### src/big_cfg.svh
// Offsets, field positions, reset values and timing counts of the interrupt block
`ifndef BIG_CFG_SVH
`define BIG_CFG_SVH

// Register byte offsets
`define BIG_OFF_LEN 8'h00
`define BIG_OFF_LSTAT 8'h04
`define BIG_OFF_LROUTE0 8'h08
`define BIG_OFF_LROUTE1 8'h0c
`define BIG_OFF_LROUTE2 8'h10
`define BIG_OFF_VEN 8'h14
`define BIG_OFF_VSTAT 8'h18
`define BIG_OFF_VROUTE0 8'h1c
`define BIG_OFF_VROUTE1 8'h20
`define BIG_OFF_VROUTE2 8'h24
`define BIG_OFF_VECTOR 8'h28
`define BIG_OFF_TRIG 8'h2c
`define BIG_OFF_CTRL 8'h30

// Local source bit positions
`define BIG_L_ACFAIL 0
`define BIG_L_SYSFAIL 1
`define BIG_L_SOFT 2
`define BIG_L_SOFTACK 3
`define BIG_L_VME_ERROR_EVENT 4
`define BIG_L_LOCAL_ABORT_EVENT 5
`define BIG_L_DMA 6
`define BIG_L_VACQ 7
`define BIG_L_LM 14
`define BIG_L_MBOX 18
`define BIG_L_LOCK 22
`define BIG_L_NSRC 23

// VME source bit positions
`define BIG_V_LOCAL_IRQ_OUT_N 0
`define BIG_V_DMA 8
`define BIG_V_VME_ERROR_EVENT 9
`define BIG_V_LOCAL_ABORT_EVENT 10
`define BIG_V_SOFT 11
`define BIG_V_MBOX 12
`define BIG_V_NMAP 16
`define BIG_V_FIXSW 17
`define BIG_V_NSRC 24

// Masks, trigger layout and reset values
`define BIG_VEN_MASK 24'hfeffff
`define BIG_ROUTE_MASK 32'h77777777
`define BIG_TRIG_LSOFT 24
`define BIG_RST_WORD 32'h00000000
`define BIG_FILT_LEN 4

`endif

### src/big_pkg.sv
// Types shared by the interrupt block files
package big_pkg;
	typedef logic [7:0] big_addr_t;
	typedef logic [31:0] big_word_t;
	typedef logic [2:0] big_level_t;
endpackage

### src/big_irq_gen.sv
// Bridge interrupt generation: local and VME sources, routing, status and vector
// Function
// - Eight active-low local outputs, any routing allowed
// - Per-source local enable bit and route field
// - Enabled event drives routed output, sets status
// - Local status records events regardless of enable
// - Edge capture, except fail and local inputs level-held
// - Fail input asserts status, then output one cycle later
// - Fail clear ignored while input asserted
// - Fail inputs synchronised and filtered
// - VME level events on vector acquisition edges
// - Status and output hold until written one, soft requests until acknowledge
// - Lock grant with lock request raises event
// - Mailbox, monitor, soft, soft-ack local events
// - VME sources enabled, routed, levels shareable
// - Route level zero drives no request
// - VME event sets status; enabled drives level
// - Supply vector on matching acknowledge with chain
// - System controller ignores chain acknowledge input
// - Seven fixed-level soft bits plus mappable one
// - Vector lsb zero for software, software wins
// - Soft requests end at acknowledge, others hold
//
// Strobed register access and the placing of the registers were left to the implementer.
`timescale 1ns/100ps
`include "big_cfg.svh"
module big_irq_gen #(
	parameter int FILT_LEN = `BIG_FILT_LEN
) (
	input wire logic sys_clk,
	input wire logic rst_b,
	input wire big_pkg::big_addr_t reg_addr,
	input wire big_pkg::big_word_t reg_wdata,
	input wire logic reg_wr,
	input wire logic reg_rd,
	output big_pkg::big_word_t reg_rdata,
	input wire logic acfail_n,
	input wire logic sysfail_n,
	input wire logic [7:0] local_irq_inputs_n,
	input wire logic vme_error_event,
	input wire logic local_abort_event,
	input wire logic dma_event,
	input wire logic [3:0] mailbox_accesses,
	input wire logic [3:0] location_monitor_hits,
	input wire logic [7:1] vector_acquired_levels,
	input wire logic bus_grant,
	input wire logic iack_strobe,
	input wire big_pkg::big_level_t iack_level,
	input wire logic iack_in_n,
	input wire logic syscon,
	output logic [7:0] local_irq_out_n,
	output logic [7:1] vme_irq_out_n,
	output logic vector_valid,
	output logic [7:0] vector_data
);
	import big_pkg::*;

	localparam int LN = `BIG_L_NSRC;
	localparam int VN = `BIG_V_NSRC;
	localparam int VM = `BIG_V_NMAP;

	if (FILT_LEN < 2) begin : g_chk
		$error("big_irq_gen: FILT_LEN must be at least 2");
	end

	// Software state
	logic [LN-1:0] len;
	logic [LN-1:0] lstat;
	big_word_t lroute [3];
	logic [VN-1:0] ven;
	logic [VN-1:0] vstat;
	big_word_t vroute [3];
	logic [7:1] outgoing_vector_reg;
	logic bus_lock_request;
	// Internal state
	logic [18:0] edge_prev;
	logic soft_acked;

	// Filtered fail levels
	logic acfail_f;
	logic sysfail_f;

	big_fail_filter #(.FILT_LEN(FILT_LEN)) u_acfail (
		.sys_clk(sys_clk),
		.rst_b(rst_b),
		.fail_n(acfail_n),
		.fail_seen(acfail_f)
	);

	big_fail_filter #(.FILT_LEN(FILT_LEN)) u_sysfail (
		.sys_clk(sys_clk),
		.rst_b(rst_b),
		.fail_n(sysfail_n),
		.fail_seen(sysfail_f)
	);

	// Address decode
	wire wr_len = reg_wr && (reg_addr == `BIG_OFF_LEN);
	wire wr_lstat = reg_wr && (reg_addr == `BIG_OFF_LSTAT);
	wire wr_ven = reg_wr && (reg_addr == `BIG_OFF_VEN);
	wire wr_vstat = reg_wr && (reg_addr == `BIG_OFF_VSTAT);
	wire wr_vector = reg_wr && (reg_addr == `BIG_OFF_VECTOR);
	wire wr_trig = reg_wr && (reg_addr == `BIG_OFF_TRIG);
	wire wr_ctrl = reg_wr && (reg_addr == `BIG_OFF_CTRL);
	wire [2:0] wr_lroute = {reg_wr && (reg_addr == `BIG_OFF_LROUTE2),
		reg_wr && (reg_addr == `BIG_OFF_LROUTE1), reg_wr && (reg_addr == `BIG_OFF_LROUTE0)};
	wire [2:0] wr_vroute = {reg_wr && (reg_addr == `BIG_OFF_VROUTE2),
		reg_wr && (reg_addr == `BIG_OFF_VROUTE1), reg_wr && (reg_addr == `BIG_OFF_VROUTE0)};

	// Soft triggers are pulses that exist only in the write cycle
	wire [31:0] trig = wr_trig ? reg_wdata : 32'h00000000;

	// Rising edges of all pulse-type sources; a held level fires once
	wire [18:0] edge_in = {bus_grant, mailbox_accesses, location_monitor_hits,
		vector_acquired_levels, dma_event, local_abort_event, vme_error_event};
	wire [18:0] rise = edge_in & ~edge_prev;
	wire [7:0] local_irq_out_n_act = ~local_irq_inputs_n;

	// Local set vector; the fail levels set every cycle they stand
	wire [LN-1:0] lset = {rise[18] & bus_lock_request, rise[17:14], rise[13:10],
		rise[9:3], rise[2], rise[1], rise[0], soft_acked, trig[`BIG_TRIG_LSOFT],
		sysfail_f, acfail_f};

	// VME set vector; local inputs are levels, so a clear cannot beat them
	wire [VN-1:0] vset = {trig[23:17], 1'b0, rise[17:14], trig[`BIG_V_SOFT],
		rise[1], rise[0], rise[2], local_irq_out_n_act};

	// Flat route fields, three bits each from four-bit nibbles
	logic [LN*3-1:0] lroute_flat;
	logic [VM*3-1:0] vroute_flat;

	for (genvar i = 0; i < LN; i++) begin : g_lmap
		assign lroute_flat[i*3 +: 3] = lroute[i/8][(i%8)*4 +: 3];
	end

	// Mailbox fields sit in the third map register, the rest fill in order
	for (genvar i = 0; i < VM; i++) begin : g_vmap
		localparam int R = (i < `BIG_V_MBOX) ? i / 8 : 2;
		localparam int N = (i < `BIG_V_MBOX) ? i % 8 : i - `BIG_V_MBOX;
		assign vroute_flat[i*3 +: 3] = vroute[R][N*4 +: 3];
	end

	// Only enabled sources reach the pins; status bits stay raw
	wire [LN-1:0] lact = lstat & len;
	wire [VM-1:0] vact = vstat[VM-1:0] & ven[VM-1:0];
	wire [7:1] sw_fix = vstat[23:17] & ven[23:17];
	logic [7:0] lhit;
	logic [7:1] vhit;

	big_route_fanout #(.N_SRC(LN), .N_OUT(8), .BASE(0)) u_lfan (
		.active(lact),
		.route(lroute_flat),
		.hit(lhit)
	);

	// BASE 1 leaves route value zero without any output
	big_route_fanout #(.N_SRC(VM), .N_OUT(7), .BASE(1)) u_vfan (
		.active(vact),
		.route(vroute_flat),
		.hit(vhit)
	);

	wire [7:1] vreq = vhit | sw_fix;

	// Acknowledge decode; the chain input is ignored as system controller
	wire [7:0] vreq8 = {vreq, 1'b0};
	wire [7:0] fix8 = {sw_fix, 1'b0};
	wire chain_ok = syscon || !iack_in_n;
	wire ack_take = iack_strobe && vreq8[iack_level] && chain_ok;
	wire sw_map_on = vact[`BIG_V_SOFT] && (vroute_flat[`BIG_V_SOFT*3 +: 3] == iack_level);
	wire sw_on_lvl = sw_map_on || fix8[iack_level];

	// Software requests on the acked level are retired by the acknowledge
	wire [6:0] fix_clr = (ack_take && fix8[iack_level]) ?
		7'(7'h01 << (iack_level - 3'h1)) : 7'h00;
	wire [VN-1:0] roak_clr = {fix_clr, 1'b0, 4'h0, ack_take && sw_map_on,
		11'h000};

	// Clears come from ones written and, for software requests, from the acknowledge; set beats clear
	wire [LN-1:0] lclr = wr_lstat ? reg_wdata[LN-1:0] : '0;
	wire [VN-1:0] vclr = (wr_vstat ? (reg_wdata[VN-1:0] & `BIG_VEN_MASK) : '0) | roak_clr;
	wire [LN-1:0] next_lstat = (lstat & ~lclr) | lset;
	wire [VN-1:0] next_vstat = (vstat & ~vclr) | vset;

	// Read mux; unmapped offsets read zero
	wire [31:0] rd_mux =
		(reg_addr == `BIG_OFF_LEN) ? {9'h000, len} :
		(reg_addr == `BIG_OFF_LSTAT) ? {9'h000, lstat} :
		(reg_addr == `BIG_OFF_LROUTE0) ? lroute[0] :
		(reg_addr == `BIG_OFF_LROUTE1) ? lroute[1] :
		(reg_addr == `BIG_OFF_LROUTE2) ? lroute[2] :
		(reg_addr == `BIG_OFF_VEN) ? {8'h00, ven} :
		(reg_addr == `BIG_OFF_VSTAT) ? {8'h00, vstat} :
		(reg_addr == `BIG_OFF_VROUTE0) ? vroute[0] :
		(reg_addr == `BIG_OFF_VROUTE1) ? vroute[1] :
		(reg_addr == `BIG_OFF_VROUTE2) ? vroute[2] :
		(reg_addr == `BIG_OFF_VECTOR) ? {24'h000000, outgoing_vector_reg, 1'b0} :
		(reg_addr == `BIG_OFF_CTRL) ? {31'h00000000, bus_lock_request} :
		32'h00000000;

	// Configuration registers
	always_ff @(posedge sys_clk) begin
		if (!rst_b) begin
			len <= '0;
			ven <= '0;
			outgoing_vector_reg <= 7'h00;
			bus_lock_request <= 1'b0;
		end else begin
			if (wr_len) len <= reg_wdata[LN-1:0];
			if (wr_ven) ven <= reg_wdata[VN-1:0] & `BIG_VEN_MASK;
			if (wr_vector) outgoing_vector_reg <= reg_wdata[7:1];
			if (wr_ctrl) bus_lock_request <= reg_wdata[0];
		end
	end

	// Route registers
	always_ff @(posedge sys_clk) begin
		if (!rst_b) begin
			for (int k = 0; k < 3; k++) begin
				lroute[k] <= `BIG_RST_WORD;
				vroute[k] <= `BIG_RST_WORD;
			end
		end else begin
			for (int k = 0; k < 3; k++) begin
				if (wr_lroute[k]) lroute[k] <= reg_wdata & `BIG_ROUTE_MASK;
				if (wr_vroute[k]) vroute[k] <= reg_wdata & `BIG_ROUTE_MASK;
			end
		end
	end

	// Status, edge history and soft acknowledge event
	always_ff @(posedge sys_clk) begin
		if (!rst_b) begin
			lstat <= '0;
			vstat <= '0;
			edge_prev <= 19'h00000;
			soft_acked <= 1'b0;
		end else begin
			lstat <= next_lstat;
			vstat <= next_vstat;
			edge_prev <= edge_in;
			soft_acked <= ack_take && sw_on_lvl;
		end
	end

	// Registered pins, vector and read data
	always_ff @(posedge sys_clk) begin
		if (!rst_b) begin
			local_irq_out_n <= 8'hff;
			vme_irq_out_n <= 7'h7f;
			vector_valid <= 1'b0;
			vector_data <= 8'h00;
			reg_rdata <= 32'h00000000;
		end else begin
			local_irq_out_n <= ~lhit;
			vme_irq_out_n <= ~vreq;
			vector_valid <= ack_take;
			vector_data <= {outgoing_vector_reg, ~sw_on_lvl};
			reg_rdata <= reg_rd ? rd_mux : 32'h00000000;
		end
	end

	// Checks on the logic above
	a_zero_keeps: assert property (@(posedge sys_clk) disable iff (!rst_b)
		wr_lstat |=> ((($past(lstat) & ~$past(reg_wdata[LN-1:0])) & ~lstat) == '0))
		else $error("local status bit lost on a zero write");

	a_set_wins: assert property (@(posedge sys_clk) disable iff (!rst_b)
		(vset != '0) |=> ((vstat & $past(vset)) == $past(vset)))
		else $error("vme event lost against a clear");

	a_fail_holds: assert property (@(posedge sys_clk) disable iff (!rst_b)
		(acfail_f && wr_lstat && reg_wdata[`BIG_L_ACFAIL]) |=> lstat[`BIG_L_ACFAIL])
		else $error("power-fail status cleared while input asserted");

	a_local_pin: assert property (@(posedge sys_clk) disable iff (!rst_b)
		(lact != '0) |=> (local_irq_out_n != 8'hff))
		else $error("enabled local status did not drive a pin");

	a_status_raw: assert property (@(posedge sys_clk) disable iff (!rst_b)
		(rise[0] && len[`BIG_L_VME_ERROR_EVENT] == 1'b0) |=> lstat[`BIG_L_VME_ERROR_EVENT])
		else $error("disabled source event missing from status");

	a_vme_quiet: assert property (@(posedge sys_clk) disable iff (!rst_b)
		(vact == '0 && sw_fix == 7'h00) |=> (vme_irq_out_n == 7'h7f))
		else $error("vme request with no enabled routed source");

	a_vector_form: assert property (@(posedge sys_clk) disable iff (!rst_b)
		ack_take |=> (vector_valid && vector_data[0] == !$past(sw_on_lvl)
		&& vector_data[7:1] == $past(outgoing_vector_reg)))
		else $error("acknowledge vector malformed");

	a_chain_block: assert property (@(posedge sys_clk) disable iff (!rst_b)
		(iack_strobe && !syscon && iack_in_n) |=> !vector_valid)
		else $error("vector given without chain acknowledge");

	a_syscon_ack: assert property (@(posedge sys_clk) disable iff (!rst_b)
		(iack_strobe && syscon && vreq8[iack_level]) |=> vector_valid)
		else $error("system controller failed to answer acknowledge");

	a_soft_retire: assert property (@(posedge sys_clk) disable iff (!rst_b)
		(ack_take && sw_map_on) |=> (!vstat[`BIG_V_SOFT] ##1 lstat[`BIG_L_SOFTACK]))
		else $error("software request not retired by acknowledge");

	a_lock_event: assert property (@(posedge sys_clk) disable iff (!rst_b)
		(rise[18] && bus_lock_request) |=> lstat[`BIG_L_LOCK])
		else $error("lock grant event not recorded");

	// Pins fall back once nothing enabled is left in status
	a_pin_release: assert property (@(posedge sys_clk) disable iff (!rst_b)
		(lact == '0) |=> (local_irq_out_n == 8'hff))
		else $error("local pin held with no enabled status");

	// A held local input re-sets its bit, so a clear cannot drop it
	a_local_irq_out_n_hold: assert property (@(posedge sys_clk) disable iff (!rst_b)
		(local_irq_out_n_act != 8'h00) |=> ((vstat[7:0] & $past(local_irq_out_n_act)) == $past(local_irq_out_n_act)))
		else $error("held local input lost its vme status");

	// Fixed soft bits reach their own level two edges after the trigger
	a_fixed_soft: assert property (@(posedge sys_clk) disable iff (!rst_b)
		(wr_trig && ((reg_wdata[23:17] & ven[23:17]) != 7'h00)) |=> ##1
		((vme_irq_out_n & $past(reg_wdata[23:17] & ven[23:17], 2)) == 7'h00))
		else $error("fixed soft request missing on its level");

	// An acknowledge at a level not requested must stay silent
	a_iack_refuse: assert property (@(posedge sys_clk) disable iff (!rst_b)
		(iack_strobe && !vreq8[iack_level]) |=> !vector_valid)
		else $error("vector given for a level not requested");

	// Main scenarios
	c_soft_ack: cover property (@(posedge sys_clk) disable iff (!rst_b)
		ack_take && sw_on_lvl);
	c_hw_ack: cover property (@(posedge sys_clk) disable iff (!rst_b)
		ack_take && !sw_on_lvl);
	c_fail_clear: cover property (@(posedge sys_clk) disable iff (!rst_b)
		acfail_f && wr_lstat && reg_wdata[0]);
	c_lock: cover property (@(posedge sys_clk) disable iff (!rst_b)
		rise[18] && bus_lock_request);
endmodule // big_irq_gen

### src/big_fail_filter.sv
// Synchroniser and stability filter for one active-low fail input
`timescale 1ns/100ps
module big_fail_filter #(
	parameter int FILT_LEN = 4
) (
	input wire logic sys_clk,
	input wire logic rst_b,
	input wire logic fail_n,
	output logic fail_seen
);
	logic sync1;
	logic sync2;
	logic [7:0] cnt;

	if (FILT_LEN < 2 || FILT_LEN > 255) begin : g_chk
		$error("big_fail_filter: FILT_LEN out of range");
	end

	// Two flops, then the level must differ for FILT_LEN edges before it moves
	always_ff @(posedge sys_clk) begin
		if (!rst_b) begin
			sync1 <= 1'b0;
			sync2 <= 1'b0;
			cnt <= 8'h00;
			fail_seen <= 1'b0;
		end else begin
			sync1 <= ~fail_n;
			sync2 <= sync1;
			if (sync2 == fail_seen) begin
				cnt <= 8'h00;
			end else if (cnt == 8'(FILT_LEN - 1)) begin
				cnt <= 8'h00;
				fail_seen <= sync2;
			end else begin
				cnt <= cnt + 8'h01;
			end
		end
	end

	// A short glitch never reaches the output
	a_filter_stable: assert property (@(posedge sys_clk) disable iff (!rst_b)
		$rose(fail_seen) |-> ($past(sync2, 1) && $past(sync2, 2)))
		else $error("fail level passed filter without being stable");
endmodule // big_fail_filter

### src/big_route_fanout.sv
// Ors active sources onto the outputs their three-bit route fields select
`timescale 1ns/100ps
module big_route_fanout #(
	parameter int N_SRC = 8,
	parameter int N_OUT = 8,
	parameter int BASE = 0
) (
	input wire logic [N_SRC-1:0] active,
	input wire logic [N_SRC*3-1:0] route,
	output logic [N_OUT-1:0] hit
);
	if (N_OUT + BASE > 8 || N_SRC < 1) begin : g_chk
		$error("big_route_fanout: outputs do not fit a three-bit route");
	end

	// Route values below BASE select no output at all
	always_comb begin
		hit = '0;
		for (int j = 0; j < N_OUT; j++) begin
			for (int i = 0; i < N_SRC; i++) begin
				if (active[i] && (route[i*3 +: 3] == 3'(j + BASE))) begin
					hit[j] = 1'b1;
				end
			end
		end
	end
endmodule // big_route_fanout

### config.mk
export PLATFORM = sky130hd
export DESIGN_NAME = big_irq_gen
export DESIGN_NICKNAME = d
export VERILOG_FILES = /design/src/big_pkg.sv /design/src/big_irq_gen.sv /design/src/big_fail_filter.sv /design/src/big_route_fanout.sv
export VERILOG_INCLUDE_DIRS = /design/src
export SDC_FILE = /design/constraint.sdc
export NUM_CORES = 1
export LEC_CHECK = 0
export BUFFER_PORTS_ARGS = -buffer_cell sky130_fd_sc_hd__clkbuf_2
export CAP_MARGIN = 20
export CORE_UTILIZATION = 50
export CTS_CLUSTER_SIZE = 40
export DETAILED_ROUTE_END_ITERATION = 10
export GPL_TIMING_DRIVEN = 0
export HOLD_SLACK_MARGIN = 0.08
export MAX_ROUTING_LAYER = met4
export PLACE_DENSITY = 0.76
export SLEW_MARGIN = 20
export SYNTH_ARGS = -nofsm -noshare
export SYNTH_HDL_FRONTEND = slang
export SYNTH_HIERARCHICAL = 1
export SYNTH_SLANG_ARGS = --single-unit
### constraint.sdc
create_clock -name sys_clk -period 10.5 [get_ports sys_clk]
set_clock_uncertainty 0.1 [all_clocks]
set_input_delay 1.05 -clock sys_clk [delete_from_list [all_inputs] [get_ports sys_clk]]
set_output_delay 1.05 -clock sys_clk [all_outputs]
set_load 0.1 [all_outputs]
Yosys cells after proc, flatten, opt, wreduce, memory -nomap -nowiden
Memories as Yosys holds them, arrays and structs flattened.
Cells that the tools add are included.
{"block": "op_classes", "n_eq_ne": 290, "reduce_logical": 348, "mux": 341, "n_bitwise": 30, "magnitude_cmp": 1, "add_sub_neg": 3, "n_shift": 1}
{"op": "== test 3 bit, second input constant", "count": 156}
{"op": "two-way mux 1 bit", "count": 318}
{"op": "logical AND 1 bit", "count": 315}
{"op": "two-way mux 32 bit", "count": 8}
{"op": "== test 3 x 2 -> 1 bit, second input constant", "count": 78}
{"op": "two-way mux 24 bit", "count": 7}
{"op": "== test 3 x 1 -> 1 bit, second input constant", "count": 39}
{"op": "zero test 3 bit", "count": 23}
{"op": "two-way mux 23 bit", "count": 3}
{"op": "bitwise OR 24 bit", "count": 2}
{"op": "AND 23 bit", "count": 2}
{"op": "== test 8 x 6 -> 1 bit, second input constant", "count": 5}
{"op": "== test 8 x 5 -> 1 bit, second input constant", "count": 4}
{"op": "two-way mux 25 bit", "count": 1}
{"op": "AND 24 bit", "count": 1}
{"op": "NOT 24 bit", "count": 1}
{"op": "NOT 23 bit", "count": 1}
{"op": "bitwise OR 23 bit", "count": 1}
{"op": "AND 19 bit", "count": 1}
{"op": "NOT 19 bit", "count": 1}
{"op": "adder 8 x 1 -> 8 bit, second input constant", "count": 2}
{"op": "AND 16 bit", "count": 1}
{"op": "== test 8 x 2 -> 1 bit, second input constant", "count": 2}
{"op": "== test 8 x 4 -> 1 bit, second input constant", "count": 2}
{"op": "22 further kinds", "count": 40}
{"block": "totals", "ramBits": 144, "reg_bits": 199, "wordCells": 1038, "output_inout_bits": 56, "in_bits": 79, "memories": 2}
{"memory": "lroute", "words": 3, "word_bits": 24, "read_ports": 3, "rd_clocked_by_memory_dff": 0, "wr": 3, "line": "big_irq_gen.sv:69", "text": "big_word_t lroute [3];"}
{"memory": "vroute", "words": 3, "word_bits": 24, "read_ports": 3, "rd_clocked_by_memory_dff": 0, "wr": 3, "line": "big_irq_gen.sv:72", "text": "big_word_t vroute [3];"}

Longest topological paths before layout
Gate-level depths: netlist of the first run.
An unclocked memory read counts as a cell.
{"block": "depth", "word_depth": 30, "ltp_mapped": 10}

Cells and area by module
The synthesis of the first run kept the hierarchy.
{"module": "big_irq_gen", "area_per_inst_um2": 13484.2, "cells_per_inst": 1274, "instances": 1}
{"module": "big_route_fanout (u_lfan)", "area_per_inst_um2": 2009.4, "cells_per_inst": 266, "instances": 1}
{"module": "big_route_fanout (u_vfan)", "area_per_inst_um2": 1285.0, "cells_per_inst": 147, "instances": 1}
{"module": "big_fail_filter", "area_per_inst_um2": 431.7, "cells_per_inst": 46, "instances": 2}

Least setup slack after synthesis of the first run
OpenSTA, ideal clock, no wires.
{"block": "synth_timing", "path_type": "input-to-reg", "startpoint": "input port reg_addr[3]", "endpoint": "memory vroute[0][24] (netlist name), enable pin", "stages": 5, "setup_ps": 438, "t_arrival_ps": 3581, "t_required_ps": 9962, "n_path_buf": 2, "path_slack_ps": 6380, "cell_sequence": "buf_2 > buf_2 > nor2_1 > nand2_1 > o21ai_0"}
{"item": "start: declaration", "line": "big_irq_gen.sv:32", "text": "input wire big_pkg::big_addr_t reg_addr,"}
{"item": "end: declaration", "line": "big_irq_gen.sv:72"}

==> run summary, run 1 <==
Regs by FF count -> lroute x72, vroute x72, reg_rdata x30
Post-Synth XOR/XNOR Area -> 0.5461%
Max_cap viols -> 0
Largest net degree at the start of global routing -> 25
Endpoints failing hold -> 0
Port Buf Inserts -> 126
Cell count after placement -> 2364
Max Fanout on Critical Path -> 10
Worst Path Arrival -> 4.29 ns
Post-route ant nets -> 0
Final wirelength -> 75720 um
Hold Path Class -> reg2reg
Post-Synth Simple-Gate Area -> 32.97%
RePlAce Congestion -> 1.020
Most used DFF post-synth -> dfxtp_1
Total power -> 3043 uW
Area of the core -> 0.03463 mm^2
CTS Buf Count -> 39
Setup TNS -> 0 ns
Routed length per instance -> 31.07 um
Post-Syn Area per Cell -> 9.917 um^2
WP data required -> 10.81 ns
Slew Limit Headroom -> 16.72%
Achievable frequency -> 0.2513 GHz
Root Buffer -> clkbuf_16
DRT Pass-1 Iters -> 7
Skew-Pair Late Insertion Delay -> 0.57 ns
TritonCTS clock tree -> done
Final period util -> 37.90%
Clock transition at path regs -> 0.06 ns
RSZ-0062 raised after global routing -> false
Mux cell area share after synthesis -> 3.468%
Most frequent cells in the layout -> nand2_1, dfxtp_1, edfxtp_1
FFs w/ async S/R, synth -> 0%
P per Cell Area -> 150.6 mW/mm^2
Post-Synthesis Cells -> 1779
First-pass GRT wire length -> 107100 um
Fraction of layout cells with a size suffix above 1 -> 15.12%
Die Y -> 189.8 um
H-tree depth -> 2
# rows -> 68
Number of synthesized flops with an enable pin -> 144
Tmin final -> 3.980 ns
Synth Area in Adders -> 0.2128%
Hold Buf Count CTS -> 0
Mapped cell area -> 0.01764 mm^2
Vias/cell -> 6.880
Worst Max-Slew Pin Slew -> 1.232 ns
DIE AREA -> 0.03604 mm^2
Min-Delay Startpoint -> u_sysfail/sync1
#FFs+latches synth -> 340
CP Launch Type -> primary input
Slew Limit Fails -> 0
Worst setup startpoint -> reg_addr[6]
CTS resizes -> 0
Vias in the first global route -> 15463
Compound-cell area share of the yosys netlist -> 13.50%
Max VDD drop -> 0.1516 mV
Count of final setup violators -> 0
Seq/Total Area, Yosys -> 46.75%
Top Ports -> 135
Worst r2r src -> vstat[2]
DRC Markers -> 0
Yosys cell types -> 76
Clock net sink count -> 340
Grt ovf -> 0
Hpwl dp -> 57300 um
Final Core Density -> 58.35%
Nets -> 2032
Largest family of logic cells by synthesized area -> simple AND/OR/NAND/NOR gates
Commonest non-fill, non-tap cell in the layout -> nand2_1
Non-Filler Instances -> 2437
Setup crit end kind -> flip-flop
Leak -> 0.006972 uW
Synth Warn # -> 6
Crit Path Category -> in2reg
Total vias in the final route -> 16766
CTS Buffer Depth -> 3
Post-CTS Setup Inserts -> 0
Starting Density -> 50.95%
Total routing usage reported by global routing -> 42.94%
Initial antenna violation count -> 3
Drt first-iter violations -> 2517
Area Overhead vs Synth -> 14.54%
Die Width -> 189.8 um
Outcome -> finished clean
power breakdown:
group | leakage, uW | internal (uW) | switching [uW]
Combinational | 0.00341 | 74.0 | 137
Sequential | 0.00296 | 1420 | 91.3
Clock | 0.000596 | 771 | 546
worst max-delay path, cell delays in order:
cell	delay [ns]
clkbuf_1	0.21
nor4b_4	0.74
nand2_2	0.32
a21oi_1	0.97
clkbuf_1	0.69
and2_1	0.29
per-stage QoR:
step                hold WS [ns]  instance area (um^2)  setup slack, ns
floorplan                 0.3118                 17650            6.380
global placement          0.3144                 18850            3.855
detailed placement        0.3191                 18970            6.172
CTS                       0.3470                 20200            6.742
global route              0.3660                 20200            6.600
finish                    0.3422                 20210            6.520
cells in the mapped netlist, types with 33 or more instances:
cell type	instances	share of area [%]
nor4bb_1	65	3.7
a22oi_1	39	1.7
a21oi_1	86	2.4
nand4b_1	110	5.5
o21ai_0	51	1.4
nor2_1	83	1.8
edfxtp_1	144	25
nor2b_1	63	2.2
and2_1	121	4.3
dfxtp_1	196	22
clkbuf_1	42	0.89
nand2_1	224	4.8
a21boi_0	50	2.1
nand4_1	81	2.9
mux2i_1	33	1.9
final timing paths:
kind / cells after the start / endpoint / slack, ns
setup / recovery: 6 / vroute[0][40] / 6.52
setup reg to reg: 10 / soft_acked / 6.85
hold / removal: 1 / u_sysfail/sync2 / 0.34
hold reg to reg: 1 / u_sysfail/sync2 / 0.34
logic make-up (layout without fill, tap and decap cells):
group                      count (synthesis)  after routing
other                                      1              6
buffers and inverters                     97            295
muxes                                     53             53
DFF                                      340            340
xor gates and xnor gates                  11             11
adders and majority gates                  3              3
AOI/OAI and AO/OA                        357            357
and+or+nand+nor                          917            917
layout make-up:
type	instances	area (um^2)
inverter	16	60.06
clock inverter	9	91.34
sequential	340	8248
multi-input combinational	1343	8992
fill	3051	14420
antenna	4	10.01
timing repair buffer	129	713.2
buffer	81	386.6
clock buffer	60	1136
tap	455	569.3
layer usage:
metal	routed length (um)	track usage, %
met5	0	-
met1	30040	57.41
met4	3407	18.95
met2	31830	59.98
met3	10450	12.36
No activity file was read; power rests on OpenSTA's default activity.
==> run 2: changes to the inputs <==
- ABC_AREA: not set -> 1
- clock period: 10.5 -> 3.85 ns (I/O delays scaled with it)
==> run summary, run 2 <==
Setup WS post-layout -> 1.297 ns (was 6.520 ns)
Layout fillers -> 3241 (was 3051)
FF-to-FF End -> vstat[19] (was soft_acked)
Met2 wire len -> 27090 um (was 31830 um)
Largest net degree at the start of global routing -> 21 (was 25)
Tmin final -> 2.553 ns
Fraction of layout cells with a size suffix above 1 -> 12.26% (was 15.12%)
Root Buffer -> clkbuf_16 (unchanged)
ANT cells -> 0 (was 4)
Number of synthesized flops with an enable pin -> 144 (unchanged)
Die Y -> 190.4 um (was 189.8 um)
Total vias in the final route -> 17526 (was 16766)
TritonCTS clock tree -> done (unchanged)
Reg power frac -> 49.5% (was 49.8%)
Register area -> 0.008248 mm^2 (unchanged)
Crit Path Category -> in2reg (unchanged)
Endpoints failing hold -> 0 (unchanged)
Area contributors post-synth -> edfxtp_1, dfxtp_1, nand2_1 (was edfxtp_1, dfxtp_1, nand4b_1)
Total power -> 8144 uW (was 3043 uW)
Top Ports -> 135 (unchanged)
Regs by FF count -> lroute x72, vroute x72, reg_rdata x30 (unchanged)
Post-Syn Area per Cell -> 6.976 um^2 (was 9.917 um^2)
Post-route ant nets -> 0 (unchanged)
Most common library cells after synthesis -> nand2_1, nor2_1, inv_1 (was nand2_1, dfxtp_1, edfxtp_1)
Max_cap viols -> 0 (unchanged)
Clock share of power -> 43.8% (was 43.3%)
Non-Filler Instances -> 3252 (was 2437)
Multi-input logic area -> 0.007742 mm^2 (was 0.008992 mm^2)
Nets -> 2849 (was 2032)
Crit path capture -> lroute[0][2] (was vroute[0][40])
CTS resizes -> 0 (unchanged)
CTS Buffer Depth -> 3 (unchanged)
Grt ovf -> 0 (unchanged)
Slew Limit Headroom -> 28.79% (was 16.72%)
Reg2Reg Depth -> 15 (was 10)
Area Overhead vs Synth -> 17.55% (was 14.54%)
Achievable frequency -> 0.3916 GHz
Setup crit end kind -> flip-flop (unchanged)
Top sig layer -> met4 (unchanged)
Final period util -> 66.32%
Fraction of power spent switching nets -> 25.57% (was 25.45%)
Switching pwr -> 2083 uW (was 774.2 uW)
Pre-CTS setup slack -> 0.8356 ns (was 6.172 ns)
Worst Path Arrival -> 2.75 ns (was 4.29 ns)
CTS Buf Count -> 38 (was 39)
RSZ-0062 raised after global routing -> false (unchanged)
Die Width -> 190.4 um (was 189.8 um)
Drt first-iter violations -> 2101 (was 2517)
Yosys cell types -> 45 (was 76)
RePlAce Congestion -> 1.018 (was 1.020)
Routed length per instance -> 20.18 um (was 31.07 um)
Max Fanout on Critical Path -> 13 (was 10)
DIE AREA -> 0.03625 mm^2 (was 0.03604 mm^2)
Worst setup startpoint -> rst_b (was reg_addr[6])
First-pass GRT wire length -> 96390 um (was 107100 um)
Port Buf Inserts -> 129 (was 126)
Total routing usage reported by global routing -> 37.43% (was 42.94%)
Synth Warn # -> 6 (unchanged)
Slew Limit Fails -> 0 (unchanged)
Mapped cell area -> 0.01775 mm^2 (was 0.01764 mm^2)
Post-CTS Setup Inserts -> 0 (unchanged)
H-tree depth -> 2 (unchanged)
FFs w/ async S/R, synth -> 0% (unchanged)
Worst r2r src -> vstat[6] (was vstat[2])
Initial antenna violation count -> 0 (was 3)
WL met3 -> 8088 um (was 10450 um)
Count of final setup violators -> 0 (unchanged)
R2R Setup Slk -> 1.34 ns (was 6.85 ns)
Int Power -> 6061 uW (was 2269 uW)
Cell taking the most area after synthesis -> edfxtp_1 (unchanged)
Vias/cell -> 5.389 (was 6.880)
Comb power frac -> 6.6% (was 6.9%)
#FFs+latches synth -> 340 (unchanged)
P per Cell Area -> 390.4 mW/mm^2 (was 150.6 mW/mm^2)
Seq/Total Area, Yosys -> 46.47% (was 46.75%)
Max VDD drop -> 0.3312 mV (was 0.1516 mV)
Hold Path Class -> in2reg (was reg2reg)
Count leader, synth -> nand2_1 (unchanged)
Starting Density -> 51.12% (was 50.95%)
Vias in the first global route -> 16314 (was 15463)
Post-Synthesis Cells -> 2544 (was 1779)
Met1 wire length -> 27360 um (was 30040 um)
CP Launch Type -> primary input (unchanged)
Leak -> 0.009837 uW (was 0.006972 uW)
Final wirelength -> 65640 um (was 75720 um)
WP data required -> 4.05 ns (was 10.81 ns)
Cell count after placement -> 3135 (was 2364)
Area of the core -> 0.03471 mm^2 (was 0.03463 mm^2)
Commonest non-fill, non-tap cell in the layout -> nand2_1 (unchanged)
# rows -> 68 (unchanged)
Clock transition at path regs -> 0.06 ns (about the same)
Outcome -> finished clean (unchanged)
Skew-Pair Late Insertion Delay -> 0.55 ns (was 0.57 ns)
Final Core Density -> 60.10% (was 58.35%)
DRT Pass-1 Iters -> 6 (was 7)
Hpwl dp -> 51450 um (was 57300 um)
Most frequent cells in the layout -> nand2_1, nor2_1, inv_1 (was nand2_1, dfxtp_1, edfxtp_1)
Most used DFF post-synth -> dfxtp_1 (unchanged)
Post-synth top area share -> 24.37% (was 24.51%)
DRC Markers -> 0 (unchanged)
Clock net sink count -> 340 (unchanged)
Worst Max-Slew Pin Slew -> 1.068 ns (was 1.232 ns)
==> run 2: cell types whose count changed after synthesis, moves of 39 or more <==
cell / previous run / this run
a21boi_0: 50 / 0
a21oi_1: 86 / 135
a22oi_1: 39 / 0
and2_1: 121 / 2
inv_1: 15 / 376
nand2_1: 224 / 741
nand3_1: 21 / 108
nand4b_1: 110 / 0
nor2_1: 83 / 473
nor2b_1: 63 / 0
nor4bb_1: 65 / 0
o21ai_0: 51 / 104
==> run 2: power by group through the flow <==
stage	clock network, uW	registers, uW	logic (uW)
after floorplan	0	4070	264
after global placement	0	4110	454
after detailed placement	0	4110	485
after CTS	3580	4030	524
after global routing	3700	4050	582
final	3570	4040	540
==> run 2: per-layer routing <==
| layer | up-vias | global-route usage [%] |
|---|---|---|
| li1 | 8407 | - |
| met1 | 8000 | 49.24 |
| met2 | 979 | 53.79 |
| met3 | 140 | 10.32 |
| met4 | 0 | 16.00 |
| met5 | - | - |
==> run 2: how the worst min path moves through the flow <==
stage                    startpoint              end  slack, ns  cells after the start
floorplan            u_acfail/sync1   u_acfail/sync2       0.29                      2
global placement    u_sysfail/sync1  u_sysfail/sync2       0.30                      2
detailed placement   u_acfail/sync1   u_acfail/sync2       0.31                      2
CTS                    reg_wdata[1]           ven[1]       0.08                      3
global route           reg_wdata[5]           ven[5]       0.12                      3
finish                 reg_wdata[1]           ven[1]       0.09                      3
==> run 2: kinds of logic after synthesis <==
logic type                 after synthesis  share of synthesized area [%]
AOI/OAI and AO/OA                      294                          9.123
and+or+nand+nor                       1441                          33.72
buffers and inverters                  462                          10.30
xor gates and xnor gates                 3                         0.1481
other                                    1                        0.02113
adders and majority gates                3                         0.2115
DFF                                    340                          46.47
==> run 2: critical path, stage by stage <==
cell and delay (ns):
clkbuf_2 0.29, clkbuf_1 0.54, clkbuf_1 0.85, o21ai_4 0.37, buf_8 0.28
==> run 2: repair_timing <==
action                                  4_1_cts  5_1_grt
endpoints found under the setup margin        0        0
endpoints found under the hold margin        64        0
hold buffers                                 47        0
==> run 2: cell type report <==
class	count	share of cell area [%]
Clock buffer	47	4.966
Multi-Input combinational cell	1743	37.11
Inverter	405	7.323
Clock inverter	23	0.8756
Buffer	57	1.439
Sequential cell	340	39.53
Tap cell	455	2.729
Timing Repair Buffer	182	6.021
==> run 2: per-stage QoR <==
| stage | instance area, um^2 | setup TNS, ns | hold slack (ns) |
|---|---|---|---|
| finish | 20860 | 0 | 0.09221 |
| global route | 20860 | 0 | 0.1174 |
| CTS | 20860 | 0 | 0.08402 |
| detailed placement | 19170 | 0 | 0.3118 |
| global placement | 18970 | -156.40 | 0.2975 |
| floorplan | 17750 | 0 | 0.2900 |
